File: src/logic/cpu_regfile_pkg.sv
// Constants, types and helpers shared by the CPU register file.
//==============================================================================
// Notes on behaviour
// [RULE_01] Registers 0-11, status and config are 16 bits; 12, 13, return address, stack pointer and both aux stack pointers are 32 bits; the program counter is 24 bits.
// [RULE_02] Sixteen general registers, each usable alone as 16 bits or paired for wider addresses.
// [RULE_03] With pair-compat set, pairs run 1:0 up to 11:10, then low halves of 12, 13, 14 chain in overlapping pairs, the top one being the extended return address.
// [RULE_04] With pair-compat clear, pairs run up to 11 with the low half of 12, and 12, 13, return address and stack pointer are full 32-bit holders.
// [RULE_05] A byte operation touches only the low byte of the named register.
// [RULE_06] A word operation on a pair or wide register touches only its lower word.
// [RULE_07] Software writes zero into reserved bit positions.
// [RULE_08] Reserved bits read back with no defined value.
// [RULE_09] The program counter holds the current instruction address and its bit 0 reads as 0.
// [RULE_10] Reset loads the program counter with 0 or an alternative preset start.
// [RULE_11] Warm reset copies the prior program counter into the pair 1:0.
// [RULE_12] Operand reads and result write-back each fit in one cycle.
// [RULE_13] Exactly four dedicated address registers: program counter, interrupt stack, user stack and dispatch table base.
// [RULE_14] The interrupt stack pointer keeps bit 0 and its top 8 bits at zero.
// [RULE_15] Every config bit clears on reset, so native pairing follows reset.
// [RULE_16] A 32-bit or pair write updates both halves on the same edge.
package cpu_regfile_pkg;

    //==========================================================================
    // Widths and indices
    localparam int          NUM_GPR            = 16;
    localparam int          NUM_WIDE           = 4;
    localparam logic [3:0]  WIDE_FIRST_NATIVE  = 4'hc;
    localparam logic [3:0]  WIDE_FIRST_COMPAT  = 4'he;
    localparam logic [3:0]  GPR_STATUS_COPY    = 4'h2;

    //==========================================================================
    // Field positions, masks and reset values
    localparam int          CFG_PAIR_BIT       = 9;
    localparam logic [15:0] CFG_MASK           = 16'h0300;
    localparam logic [15:0] CFG_RESET          = 16'h0000;
    localparam logic [15:0] PSW_MASK           = 16'h0eef;
    localparam logic [15:0] PSW_RESET          = 16'h0200;
    localparam logic [31:0] ISP_MASK           = 32'h00ff_fffe;
    localparam logic [23:0] PC_MASK            = 24'hff_fffe;
    localparam logic [23:0] PC_RESET_ZERO      = 24'h00_0000;
    localparam logic [23:0] PC_RESET_ALT       = 24'h00_1000;

    //==========================================================================
    // Operation sizes and dedicated register selects
    typedef enum logic [1:0] {
        SZ_BYTE  = 2'h0,
        SZ_WORD  = 2'h1,
        SZ_DWORD = 2'h2
    } op_size_e;

    typedef enum logic [2:0] {
        DED_PC   = 3'h0,
        DED_ISP  = 3'h1,
        DED_USP  = 3'h2,
        DED_DTB  = 3'h3,
        DED_PSW  = 3'h4,
        DED_CFG  = 3'h5
    } ded_sel_e;

    // True when a double-word operation on idx uses one full 32-bit register.
    function automatic logic is_full_reg(input logic [3:0] idx,
                                         input logic       compat);
        return (idx >= WIDE_FIRST_COMPAT) ||
               (!compat && (idx >= WIDE_FIRST_NATIVE));
    endfunction : is_full_reg

endpackage : cpu_regfile_pkg

File: src/logic/operand_select.sv
// Operand read multiplexer: resolves a register index and size to a value.
`timescale 1ns/1ps
module operand_select
    import cpu_regfile_pkg::*;
(
    input  wire logic [NUM_GPR-1:0][15:0]  i_lo,
    input  wire logic [NUM_WIDE-1:0][15:0] i_hi,
    input  wire logic                      i_pair_compat_select,
    input  wire logic [3:0]                i_idx,
    input  wire op_size_e                  i_size,
    output logic      [31:0]               o_data
);

    logic [15:0] low_w;
    logic [15:0] up_w;

    always_comb begin
        low_w = i_lo[i_idx];
        up_w  = 16'h0000;
        if (is_full_reg(i_idx, i_pair_compat_select)) begin
            up_w = i_hi[i_idx[1:0]];                            // [RULE_04]
        end else if (i_idx != 4'hf) begin
            up_w = i_lo[i_idx + 4'h1];                          // [RULE_03]
        end
        unique case (i_size)
            SZ_BYTE: o_data = {24'h00_0000, low_w[7:0]};        // [RULE_05]
            SZ_WORD: o_data = {16'h0000, low_w};                // [RULE_06]
            default: o_data = {up_w, low_w};
        endcase
    end

endmodule : operand_select

File: src/logic/cpu_register_file.sv
// Architectural register file with pairing, dedicated and control registers.
`timescale 1ns/1ps
module cpu_register_file
    import cpu_regfile_pkg::*;
#(
    parameter bit USE_ALT_START = 1'b0
)(
    input  wire logic        i_clk,
    input  wire logic        i_rst_n,
    input  wire logic        i_warm_rst,
    input  wire logic [3:0]  i_rd_a_idx,
    input  wire op_size_e    i_rd_a_size,
    input  wire logic [3:0]  i_rd_b_idx,
    input  wire op_size_e    i_rd_b_size,
    input  wire logic        i_wr_en,
    input  wire logic [3:0]  i_wr_idx,
    input  wire op_size_e    i_wr_size,
    input  wire logic [31:0] i_wr_data,
    input  wire logic        i_ded_wr_en,
    input  wire ded_sel_e    i_ded_sel,
    input  wire logic [31:0] i_ded_wr_data,
    output logic      [31:0] o_rd_a_data,
    output logic      [31:0] o_rd_b_data,
    output logic      [23:0] o_program_counter,
    output logic      [31:0] o_interrupt_stack_ptr,
    output logic      [31:0] o_user_stack_ptr,
    output logic      [31:0] o_dispatch_table_base,
    output logic      [15:0] o_processor_status_word,
    output logic      [15:0] o_config_word,
    output logic             o_pair_compat_select
);

    //==========================================================================
    // State
    localparam logic [23:0] PC_START = USE_ALT_START ? PC_RESET_ALT
                                                     : PC_RESET_ZERO;

    typedef struct packed {
        logic [NUM_GPR-1:0][15:0]  lo;   // All sixteen low halves. [RULE_02]
        logic [NUM_WIDE-1:0][15:0] hi;   // Upper halves of 12, 13, 14, 15.
        logic [23:0]               pc;
        logic [31:0]               interrupt_stack_ptr;
        logic [31:0]               user_stack_ptr;
        logic [31:0]               dtb;
        logic [15:0]               psw;
        logic [15:0]               cfg;
        logic [31:0]               rda;
        logic [31:0]               rdb;
    } state_s;

    state_s      state_q;
    state_s      state_d;
    logic [31:0] rd_a_val;
    logic [31:0] rd_b_val;
    logic        compat;
    logic [15:0] wr_up;
    logic [3:0]  wr_nb;
    logic [23:0] ded_pc;
    logic [15:0] ded_lo;

    assign compat = state_q.cfg[CFG_PAIR_BIT];
    assign wr_up  = i_wr_data[31:16];
    assign wr_nb  = i_wr_idx + 4'h1;
    assign ded_pc = i_ded_wr_data[23:0];
    assign ded_lo = i_ded_wr_data[15:0];

    //==========================================================================
    // Read ports
    // Reads see the state before this edge's write; the pipeline forwards
    // a result needed in the very next instruction itself.
    operand_select u_rd_a (
        .i_lo                 (state_q.lo),
        .i_hi                 (state_q.hi),
        .i_pair_compat_select (compat),
        .i_idx                (i_rd_a_idx),
        .i_size               (i_rd_a_size),
        .o_data               (rd_a_val)
    );

    operand_select u_rd_b (
        .i_lo                 (state_q.lo),
        .i_hi                 (state_q.hi),
        .i_pair_compat_select (compat),
        .i_idx                (i_rd_b_idx),
        .i_size               (i_rd_b_size),
        .o_data               (rd_b_val)
    );

    //==========================================================================
    // Next state
    always_comb begin
        state_d     = state_q;
        state_d.rda = rd_a_val;                                 // [RULE_12]
        state_d.rdb = rd_b_val;                                 // [RULE_12]

        if (i_wr_en) begin
            unique case (i_wr_size)
                SZ_BYTE: begin
                    state_d.lo[i_wr_idx][7:0] = i_wr_data[7:0]; // [RULE_05]
                end
                SZ_WORD: begin
                    state_d.lo[i_wr_idx] = i_wr_data[15:0];     // [RULE_06]
                end
                default: begin
                    state_d.lo[i_wr_idx] = i_wr_data[15:0];
                    if (is_full_reg(i_wr_idx, compat)) begin
                        state_d.hi[i_wr_idx[1:0]] = wr_up;    // [RULE_16]
                    end else begin
                        state_d.lo[wr_nb] = wr_up;            // [RULE_03]
                    end
                end
            endcase
        end

        // Reserved and constant-zero bits are not stored, so they read 0.
        if (i_ded_wr_en) begin
            unique case (i_ded_sel)
                DED_PC:  state_d.pc  = ded_pc & PC_MASK;         // [RULE_09]
                DED_ISP: state_d.interrupt_stack_ptr = i_ded_wr_data & ISP_MASK; // [RULE_14]
                DED_USP: state_d.user_stack_ptr = i_ded_wr_data;            // [RULE_13]
                DED_DTB: state_d.dtb = i_ded_wr_data;            // [RULE_13]
                DED_PSW: state_d.psw = ded_lo & PSW_MASK;        // [RULE_08]
                DED_CFG: state_d.cfg = ded_lo & CFG_MASK;        // [RULE_08]
                default: state_d.cfg = state_q.cfg;
            endcase
        end

        // Warm reset wins over any write in the same cycle to registers 0-2, pc, psw and cfg.
        if (i_warm_rst) begin
            state_d.lo[0]  = state_q.pc[15:0];                  // [RULE_11]
            state_d.lo[1]  = {8'h00, state_q.pc[23:16]};        // [RULE_11]
            state_d.lo[GPR_STATUS_COPY] = state_q.psw;
            state_d.pc     = PC_START;                          // [RULE_10]
            state_d.psw    = PSW_RESET;
            state_d.cfg    = CFG_RESET;                         // [RULE_15]
        end
    end

    always_ff @(posedge i_clk or negedge i_rst_n) begin
        if (!i_rst_n) begin
            state_q     <= '0;
            state_q.pc  <= PC_START;                            // [RULE_10]
            state_q.psw <= PSW_RESET;
            state_q.cfg <= CFG_RESET;                           // [RULE_15]
        end else begin
            state_q <= state_d;
        end
    end

    //==========================================================================
    // Outputs
    assign o_rd_a_data             = state_q.rda;
    assign o_rd_b_data             = state_q.rdb;
    assign o_program_counter       = state_q.pc;                // [RULE_01]
    assign o_interrupt_stack_ptr   = state_q.interrupt_stack_ptr;
    assign o_user_stack_ptr        = state_q.user_stack_ptr;
    assign o_dispatch_table_base   = state_q.dtb;
    assign o_processor_status_word = state_q.psw;
    assign o_config_word           = state_q.cfg;
    assign o_pair_compat_select    = compat;

    //==========================================================================
    // Assertions
    a_pc_even_bit: assert property ( // [RULE_09]
        @(posedge i_clk) disable iff (!i_rst_n)
        o_program_counter[0] == 1'b0)
        else $error("program counter bit 0 is set");

    a_isp_zero_bits: assert property ( // [RULE_14]
        @(posedge i_clk) disable iff (!i_rst_n)
        (i_ded_wr_en && i_ded_sel == DED_ISP && !i_warm_rst)
        |=> o_interrupt_stack_ptr == ($past(i_ded_wr_data) & ISP_MASK))
        else $error("interrupt stack pointer not masked on write");

    a_byte_upper_kept: assert property ( // [RULE_05]
        @(posedge i_clk) disable iff (!i_rst_n)
        (i_wr_en && i_wr_size == SZ_BYTE && !i_warm_rst && i_wr_idx > 4'h2)
        |=> state_q.lo[$past(i_wr_idx)] ==
            {$past(state_q.lo[i_wr_idx][15:8]), $past(i_wr_data[7:0])})
        else $error("byte write disturbed the upper byte");

    a_word_upper_kept: assert property ( // [RULE_06]
        @(posedge i_clk) disable iff (!i_rst_n)
        (i_wr_en && i_wr_size == SZ_WORD && i_wr_idx >= WIDE_FIRST_NATIVE)
        |=> $stable(state_q.hi))
        else $error("word write changed an upper word");

    a_full_both_halves: assert property ( // [RULE_16]
        @(posedge i_clk) disable iff (!i_rst_n)
        (i_wr_en && i_wr_size == SZ_DWORD && !i_warm_rst &&
         is_full_reg(i_wr_idx, compat))
        |=> {state_q.hi[$past(i_wr_idx[1:0])], state_q.lo[$past(i_wr_idx)]}
            == $past(i_wr_data))
        else $error("32-bit register write incomplete");

    a_compat_pair_write: assert property ( // [RULE_03]
        @(posedge i_clk) disable iff (!i_rst_n)
        (i_wr_en && i_wr_size == SZ_DWORD && !i_warm_rst && compat &&
         i_wr_idx == 4'hc)
        |=> state_q.lo[13] == $past(i_wr_data[31:16]) && $stable(state_q.hi))
        else $error("compatible pair write went to the wrong halves");

    a_warm_pc_copy: assert property ( // [RULE_11]
        @(posedge i_clk) disable iff (!i_rst_n)
        i_warm_rst |=> {state_q.lo[1][7:0], state_q.lo[0]}
                       == $past(o_program_counter))
        else $error("warm reset did not save the program counter");

    a_warm_reload: assert property ( // [RULE_15]
        @(posedge i_clk) disable iff (!i_rst_n)
        i_warm_rst |=> o_program_counter == PC_START &&
                       o_config_word == CFG_RESET && !o_pair_compat_select)
        else $error("warm reset did not reload start state");

    a_byte_read_zero: assert property ( // [RULE_12]
        @(posedge i_clk) disable iff (!i_rst_n)
        i_rd_a_size == SZ_BYTE
        |=> o_rd_a_data == {24'h00_0000, $past(state_q.lo[i_rd_a_idx][7:0])})
        else $error("byte read did not arrive one cycle later");

endmodule : cpu_register_file

File: config.mk
export PLATFORM = sky130hd
export DESIGN_NAME = cpu_register_file
export DESIGN_NICKNAME = d
export VERILOG_FILES = /design/src/logic/cpu_regfile_pkg.sv /design/src/logic/operand_select.sv /design/src/logic/cpu_register_file.sv
export SDC_FILE = /design/constraint.sdc
export NUM_CORES = 1
export LEC_CHECK = 0
export BUFFER_PORTS_ARGS = -buffer_cell sky130_fd_sc_hd__clkbuf_2
export CORE_MARGIN = 1
export CORE_UTILIZATION = 51
export DETAILED_ROUTE_END_ITERATION = 8
export PLACE_DENSITY = 0.67
export REMOVE_ABC_BUFFERS = 1
export SLEW_MARGIN = 20
export SYNTH_ARGS = -nofsm -noshare
export SYNTH_HDL_FRONTEND = slang
export SYNTH_SLANG_ARGS = --single-unit
export TNS_END_PERCENT = 5
File: constraint.sdc
create_clock -name i_clk -period 2.43 [get_ports i_clk]
set_input_delay 0.486 -clock i_clk [delete_from_list [all_inputs] [get_ports i_clk]]
set_output_delay 0.486 -clock i_clk [all_outputs]
set_load 0.005 [all_outputs]
# Yosys cells after proc, flatten, opt, wreduce, memory -nomap -nowiden
# Index checks and enable logic that the tools add are counted.
# word_totals
regBits	527
latchBits	0
ram_bits	0
mem_bits_ro	0
in_bits	90
out_inout_bits	217
wordCells	132
memories	0
# classes
n_addsub	3
multipliers	0
n_div	0
n_lt_le_gt_ge	18
n_eq_ne	10
shifts	0
muxes	45
n_bitwise	1
reduce_logical	27
# op_table
op	count
256-bit bitwise mux	3
256-bit case mux with 2 select lines	1
16-bit binary-select mux with 4-bit select	4
256-bit two-way mux	1
16-bit two-way mux	15
16-bit demux with 4-bit select	3
152-bit two-way mux	1
64-bit two-way mux	2
32-bit case mux with 2 select lines	2
112-bit two-way mux	1
32-bit two-way mux	3
24-bit two-way mux	3
16-bit binary-select mux with 2-bit select	2
64-bit bitwise mux	1
48-bit two-way mux	1
16-bit demux with 2-bit select	1
4-bit by 5-bit < comparator with 1-bit output (second input constant)	6
4-bit >= comparator (second input constant)	6
4-bit by 1-bit adder with 4-bit output (second input constant)	3
2-bit AND reduction	6
2-bit nonzero test	5
2-bit by 3-bit < comparator with 1-bit output (second input constant)	3
4-bit by 1-bit >= comparator with 1-bit output (second input constant)	2
8-bit two-way mux	1
14 further kinds	28

# Longest topological paths before layout
# Gate-level depths: netlist of the first run.
# depth
depth_word	10
mapped_depth	9

# Hierarchy
# Synthesis of the first run repeated with hierarchy kept, for this count alone.
# hier_totals
hier_cells	2787
area_unflattened_um2	33357.0
# modules_own_cells
mod	n_inst	cells_each	area_per_inst_um2	seq_area_each_um2
cpu_register_file	1	1991	23134.7	12663.4
operand_select	2	398	5111.2	0.0

# Least setup slack after synthesis of the first run
# Ideal clock, no wire load.
# synth_path
kind	input port to flip-flop
startpoint	input port i_rd_a_idx[0]
endpoint	register state_q (netlist bit o_rd_a_data[16])
arrival_time_ns	2.417
t_required_ns	2.289
path_slack_ns	-0.128
stages	8
cell_sequence	ha_1 > clkbuf_1 > buf_2 > buf_1 > mux2_2 > mux4_2 > nand3_1 > a31oi_1
# synth_between
elab_chain_len	6
# synth_lines
item	line	text
start: declaration	cpu_register_file.sv:11	input wire logic [3:0] i_rd_a_idx,
4-bit by 1-bit adder with 4-bit output	operand_select.sv:23	up_w = i_lo[i_idx + 4'h1];
16-bit binary-select mux with 4-bit select	operand_select.sv:23	
16-bit two-way mux (not written as such)	operand_select.sv:23	
16-bit two-way mux	operand_select.sv:22	end else if (i_idx != 4'hf) begin
16-bit two-way mux (*)	operand_select.sv:20	if (is_full_reg(i_idx, i_pair_compat_select)) begin
32-bit case mux with 2 select lines (*)	operand_select.sv:25	unique case (i_size)
net rd_a_val[16]	cpu_register_file.sv:53	logic [31:0] rd_a_val;
end signal: assignment	cpu_register_file.sv:146	state_q <= state_d;
end: declaration	cpu_register_file.sv:51	state_s state_q;
# The timed path passes the listed nets; every way through them passes the cells marked *. The select of a mux whose other input is x is not followed.
# A chain may end at the register's enable or synchronous reset.

# Worst setup path after layout of the first run
# layout_path
startpoint	register state_q (netlist bit o_config_word[9])
endpoint	register state_q[519] (netlist name)
# layout_between
elab_chain_len	5
# layout_lines
item	line	text
1-bit zero test	cpu_regfile_pkg.sv:63	(!compat && (idx >= WIDE_FIRST_NATIVE));
1-bit logical AND	cpu_regfile_pkg.sv:63	
1-bit logical OR	cpu_regfile_pkg.sv:62	return (idx >= WIDE_FIRST_COMPAT) ||
256-bit two-way mux	cpu_register_file.sv:106	if (is_full_reg(i_wr_idx, compat)) begin
256-bit case mux with 2 select lines	cpu_register_file.sv:97	unique case (i_wr_size)
# Every way passes these cells.

==> flow_summary_export.csv, run 1 <==
group,metric,value,unit
synthesis,synth_top_area_share,39.1,%
setup_path,max_stage_delay,770,ps
synthesis,synth_cell_types,66,
synthesis,synthTopCellsByArea,"dfrtp_1 39%, mux4_2 18%, mux2_2 10%",
clocking,clkLatencyLatePin,640,ps
power_and_ir_drop,leakagePower,15.5,nW
routing,drc,0,
finish,regArea,0.0127,mm^2
clocking,cts_tree,"built",
synthesis,synthCells,2742,
synthesis,yosys-top-cells-count,"505 x dfrtp_1, 288 x mux2_2, 258 x mux4_2",
setup_path,timing.rr.start,"o_config_word[9]",
finish,syn2layout_area_growth,13.1,%
clocking,cts-root-buf,"clkbuf_16",
clocking,htree_levels,2,
setup_path,slowest_stage,"dfrtp_1",
setup_path,timing.critical_path.buf_inv,0,
floorplanning,die_h,254,um
finish,fillers,5089,
place,place.gp.congestion,0.996,
min_path,hp-class,"in -> reg",
setup_path,reg2reg_to,"state_q[519]",
power_and_ir_drop,powerDensity,768,mW/mm^2
status,status,"complete, no violations",
global_routing,grt_pass1_wl,173000,um
sta,period_share,91.7,%
setup_path,required,2950,ps
routing,first_iter_violations,3333,
power_and_ir_drop,p_total,0.0281,W
job,drv_cap,0,
routing,ant_nets,0,
sta,fmax,449,MHz
synthesis,yosysMostFrequentCell,"dfrtp_1",
synthesis,syn_area,0.0323,mm^2
global_routing,grt_use_total,36.5,%
min_path,hp-start,"i_ded_wr_data[26]",
synthesis,synth-edff-count,0,
floorplanning,core,0.0622,mm^2
clocking,cts_resized,0,
place,dp.cells,3665,
place,hpwl,86100,um
setup_path,reg2regPathDepth,4,
synthesis,synth-seq-area-share,39.2,%
synthesis,synth.avg_cell_area,11.8,um^2
sta,timing.final.setup_violations,0,
routing,dr.pass1.iters,6,
setup_path,cp-end-kind,"flop",
floorplanning,start_util,52.0,%
setup_path,critPathKind,"reg -> reg",
power_and_ir_drop,irDropWorstVdd,719,uV
routing,routed_wl,118000,um
floorplanning,dieArea,0.0644,mm^2
floorplanning,row_count,91,
clocking,numCtsBuffers,55,
sta,slew_headroom,33.4,%
floorplanning,ios,307,
sta,maxSlewViolCount,0,
setup_path,arrival,2750,ps
floorplanning,die-width,254,um
clocking,clk_pin_slew,60,ps
sta,hold_viol,0,
global_routing,grt_overflow,0,
setup_path,cp_top_family,"compound AO/OA/AOI/OAI gates",
setup_path,crit_chain,"nand3_1 > or2_2 > a211o_1 > a221o_1",
setup_path,crit_fanout,7,
min_path,hold_path_end,"o_dispatch_table_base[26]",
finish,drive_above_1_share,40.9,%
finish,fin_cells,3764,
min_path,hold_depth,2,
routing,wl_per_cell,31.2,um
sta,rsz0062_at_grt,"no",
clocking,clock_sinks,506,
finish,postLayoutCoreUtil,58.8,%
synthesis,yosys_most_used_dff,"dfrtp_1",
setup_path,ff2ff_setup_slack,200,ps
global_routing,grt_max_degree,116,
global_routing,antenna_found_initial,5,
finish,nets,2978,
routing,dr_total_vias,26519,
sta,tightest_slew,999,ps
place,io_buffers,276,
finish,multi_input_area,0.0171,mm^2
synthesis,async_flop_share,100,%
synthesis,yosysTopAreaCell,"dfrtp_1",
sta,finalCriticalPeriod,2230,ps
routing,via_per_inst,7.05,
clocking,clock_path_buffers,3,
synthesis,ys_ff_latch,506,
synthesis,yosysWarnings,0,
global_routing,grt_pass1_vias,26421,
setup_path,cp-start-kind,"flop",
sta,skew,14.7,ps
routing by layer:
metal | vias up | share of wire (%) | track usage, %
li1 | 10652 | - | -
met1 | 13661 | 36 | 45.7
met2 | 1771 | 48 | 58.3
met3 | 431 | 9.0 | 7.42
met4 | 4 | 6.7 | 22.4
met5 | - | 0.093 | 0
logic make-up (layout without fill, tap and decap cells):
kind of cell	after synthesis	count (layout)	share of synthesized area (%)
other	1	32	0.0116
AOI/OAI and AO/OA	635	635	13.9
xor gates and xnor gates	4	4	0.108
muxes	647	647	31.2
buffers and inverters	487	641	8.53
and+or+nand+nor	460	460	7.04
DFF	506	506	39.2
adders and majority gates	2	2	0.0775
worst max path at each step:
stage / from / end / slack [ps] / cells past startpoint
final: o_config_word[9] / state_q[519] / 200 / 4
after global routing: o_config_word[9] / state_q[517] / 170 / 4
after CTS: o_config_word[9] / state_q[519] / 280 / 4
after detailed placement: i_rd_b_idx[0] / o_rd_b_data[19] / -180 / 8
after global placement: i_rd_b_idx[0] / o_rd_b_data[27] / -140 / 7
after floorplan: i_rd_a_idx[0] / o_rd_a_data[31] / -1750 / 5
cells in the final DEF, fill, tap and decap left out, types with 34 or more instances in the layout:
master	count
clkbuf_16	55
o22ai_1	96
buf_12	38
mux2_2	288
mux2i_1	101
o2bb2ai_1	37
clkbuf_2	268
a21oi_1	122
dfrtp_1	505
nor2_1	91
o21ai_0	61
mux4_2	258
a31oi_1	34
a2bb2oi_1	64
buf_4	228
nor2b_1	44
nand2_1	181
a22oi_1	59
a221o_1	51
state kept, by name, indices dropped and copies added (netlist names):
signal and cells:
o_processor_status_word 10, o_user_stack_ptr 32, o_rd_a_data 32, o_dispatch_table_base 32, o_interrupt_stack_ptr 23, o_rd_b_data 32, o_program_counter 23, state_q 320
o_config_word 2
stage by stage:
step / setup slack (ps) / cell area [um^2] / hold slack, ps / setup TNS (ps)
after floorplan: -1750 / 29700 / 190 / -92780
after CTS: 275 / 36500 / 71.4 / 0
after global placement: -138 / 34700 / 461 / -542
after global routing: 168 / 36500 / 92.0 / 0
after detailed placement: -176 / 34700 / 460 / -1060
final: 203 / 36600 / 96.6 / 0
final cells by class:
| cell class | count | area share [%] |
|---|---|---|
| inverter | 6 | 0.0616 |
| antenna | 2 | 0.0137 |
| timing repair buffer | 539 | 10.6 |
| multi-input combinational | 1778 | 46.8 |
| clock inverter | 13 | 0.589 |
| clock buffer | 83 | 4.46 |
| tap | 837 | 2.87 |
| sequential | 506 | 34.6 |
repair_timing:
action | in CTS | in global routing
setup buffers | 0 | 0
hold buffers | 1 | 0
endpoints found under the hold margin | 29 | 0
where the power goes:
group	leakage, nW	switching, W	internal [W]
clock	0.888	0.00368	0.00496
combinational	8.33	0.00316	0.00425
sequential	6.30	0.00198	0.0100
Note: power is estimated with default switching activity, not from simulation.
==> run 2, diff against run 1 <==
Settings changed: ABC_AREA set to 1.
==> run 2 against run 1 <==
Against the previous run:
- die area is 3.9% higher
- highest routed layer unchanged
- clock power increased by 8.4%
- critical endpoint is now o_pair_compat_select
- critical path type is now reg -> out
- setup slack gained 78 ps
- fmax rose by 3.6%
- sequential share of layout area is 0.51 points lower
- area after synthesis increased by 3.9%
==> flow_summary_export.csv, run 2 <==
group,metric,value,unit
setup_path,cp-end-kind,"output port",
synthesis,synth-seq-area-share,37.7,%
synthesis,synth-edff-count,0,
global_routing,use_met2,59.9,%
synthesis,yosysWarnings,0,
synthesis,yosysMostFrequentCell,"nand2_1",
floorplanning,die_h,259,um
place,place.gp.congestion,0.995,
synthesis,async_flop_share,100,%
synthesis,yosys_most_used_dff,"dfrtp_1",
clocking,clk_pin_slew,60,ps
setup_path,slowest_stage,"dfrtp_1",
finish,largest_reg_flops,320,
setup_path,critPathKind,"reg -> out",
sta,skew,26.1,ps
power_and_ir_drop,p_total,0.0271,W
setup_path,crit_chain,"buf_4 > clkbuf_2",
routing,ant_nets,0,
synthesis,synthTopCellsByArea,"dfrtp_1 38%, nand2_1 13%, o21ai_0 9.7%",
global_routing,use_met3,7.82,%
setup_path,ff2ff_setup_slack,540,ps
synthesis,syn_area,0.0336,mm^2
clocking,cts_resized,0,
place,io_buffers,276,
routing,via_per_inst,6.32,
setup_path,timing.critical_path.buf_inv,2,
power_and_ir_drop,powerDensity,731,mW/mm^2
sta,fmax,465,MHz
sta,finalCriticalPeriod,2150,ps
finish,syn2layout_area_growth,10.5,%
global_routing,grt_max_degree,126,
global_routing,grt.busiest_layer,"met2",
routing,dr_total_vias,35857,
floorplanning,core,0.0647,mm^2
floorplanning,dieArea,0.0668,mm^2
global_routing,grt_pass1_wl,203000,um
clocking,clkLatencyLatePin,650,ps
finish,drive_above_1_share,13.4,%
power_and_ir_drop,p_switching,0.00956,W
finish,postLayoutCoreUtil,57.3,%
power_and_ir_drop,seqPwrFrac,39.1,%
global_routing,grt_overflow,0,
finish,mostFrequentLayoutCell,"nand2_1",
power_and_ir_drop,pwr-share-comb,26.3,%
routing,wl_per_cell,23.7,um
synthesis,synth_cell_types,39,
sta,tightest_slew,865,ps
finish,final_cell_mix,"1,168 x nand2_1, 650 x o21ai_0, 600 x nand3_1, 505 x dfrtp_1, 378 x a21oi_1",
global_routing,grt_use_total,39.5,%
power_and_ir_drop,irDropWorstVdd,594,uV
sta,rsz0062_at_grt,"no",
routing,first_iter_violations,5132,
finish,largest_register,"state_q",
place,hpwl,95200,um
clocking,clock_sinks,506,
clocking,hold_buffers,1,
global_routing,grt_pass1_vias,33552,
setup_path,crit_fanout,5,
sta,slew_headroom,41.9,%
sta,period_share,88.4,%
setup_path,cp_top_family,"flip-flops",
power_and_ir_drop,swShare,35.2,%
global_routing,gr-usage-met1,52.1,%
setup_path,required,1940,ps
sta,hold_viol,0,
status,status,"complete, no violations",
synthesis,yosysTopAreaCell,"dfrtp_1",
floorplanning,ios,307,
routing,drc,0,
job,drv_cap,0,
floorplanning,row_count,93,
floorplanning,die-width,259,um
finish,nets,4863,
setup_path,max_stage_delay,670,ps
power_and_ir_drop,p_int,0.0176,W
setup_path,arrival,1660,ps
finish,fillers,6277,
clocking,clock_path_buffers,3,
clocking,cts-root-buf,"clkbuf_16",
global_routing,antenna_found_initial,3,
clocking,numCtsBuffers,57,
synthesis,synthCells,4804,
sta,timing.final.setup_violations,0,
synthesis,synth.avg_cell_area,6.99,um^2
setup_path,cp-start-kind,"flop",
floorplanning,start_util,51.9,%
routing,dr.pass1.iters,7,
synthesis,synth_top_area_share,37.6,%
min_path,hp-class,"in -> reg",
synthesis,ys_ff_latch,506,
routing,routed_wl,134000,um
power_and_ir_drop,leakagePower,17.9,nW
clocking,htree_levels,2,
synthesis,yosys-top-cells-count,"1,168 x nand2_1, 650 x o21ai_0, 602 x nand3_1",
power_and_ir_drop,clock_power_share,34.5,%
sta,maxSlewViolCount,0,
clocking,cts_setup_buffers,0,
clocking,cts_tree,"built",
[run 2: cells by family (layout without fill, tap and decap cells)]
group | after synthesis | in the layout | synth area share [%]
AND/OR/NAND/NOR | 1914 | 1914 | 24.4
AO/OA/AOI/OAI | 1400 | 1400 | 23.8
buffers and inverters | 973 | 960 | 13.7
flip-flops | 506 | 506 | 37.7
XOR/XNOR | 8 | 8 | 0.298
adder cells (fa/ha/maj) | 2 | 2 | 0.0745
other | 1 | 31 | 0.0112
[run 2: worst register-to-register path, cell delays in order (launching register included)]
cell and delay (ps):
dfrtp_1 670, inv_1 150, nor2_4 190, nand2_2 170, nand2_4 180, nand3_4 150, nand2_1 100, o221ai_1 110
[run 2: layout make-up]
class	count	area [um^2]	share of cell area [%]
clock inverters	38	462	1.24
flip-flops and latches	506	12700	34.1
repair buffers	449	3330	8.98
multi-input cells	3354	16500	44.4
inverters	403	1530	4.12
diodes	1	2.50	0.00674
clock buffers	70	1560	4.19
well taps	855	1070	2.88
[run 2: final timing paths]
| kind | to | depth (start not counted) | from |
|---|---|---|---|
| setup reg to reg | state_q[497] | 7 | o_config_word[9] |
| hold reg to reg | o_interrupt_stack_ptr[8] | 2 | o_interrupt_stack_ptr[8] |
| min in group asynchronous | state_q[425] | 2 | i_rst_n |
| hold / removal | o_processor_status_word[9] | 3 | i_ded_wr_data[9] |
| max in group asynchronous | o_user_stack_ptr[27] | 4 | i_rst_n |
| setup / recovery | o_pair_compat_select | 2 | o_config_word[9] |
[run 2: metrics by stage]
stage               cell area [um^2]  cells  hold slack [ps]  worst slack (ps)  TNS, ps
finish                         37100   5676             59.3               281        0
global route                   37100   5676             61.5               259        0
CTS                            37100   5675             39.0               283        0
detailed placement             35100   5566              442               165        0
global placement               35100   5566              443               197        0
floorplan                      30600   4263              190             -2560  -153910
[run 2: layer usage]
metal | up-vias | share of wire [%]
met3 | 519 | 11
met4 | 4 | 6.5
met1 | 16860 | 38
li1 | 15985 | -
met2 | 2489 | 44
met5 | - | 0.014
[run 2: power by group through the flow]
| stage | logic, W | registers, W | clock network, W |
|---|---|---|---|
| global route | 0.00782 | 0.0108 | 0.00975 |
| global placement | 0.00686 | 0.0107 | 0 |
| CTS | 0.00699 | 0.0106 | 0.00944 |
| floorplan | 0.00395 | 0.0105 | 0 |
| detailed placement | 0.00696 | 0.0107 | 0 |
| finish | 0.00715 | 0.0106 | 0.00937 |
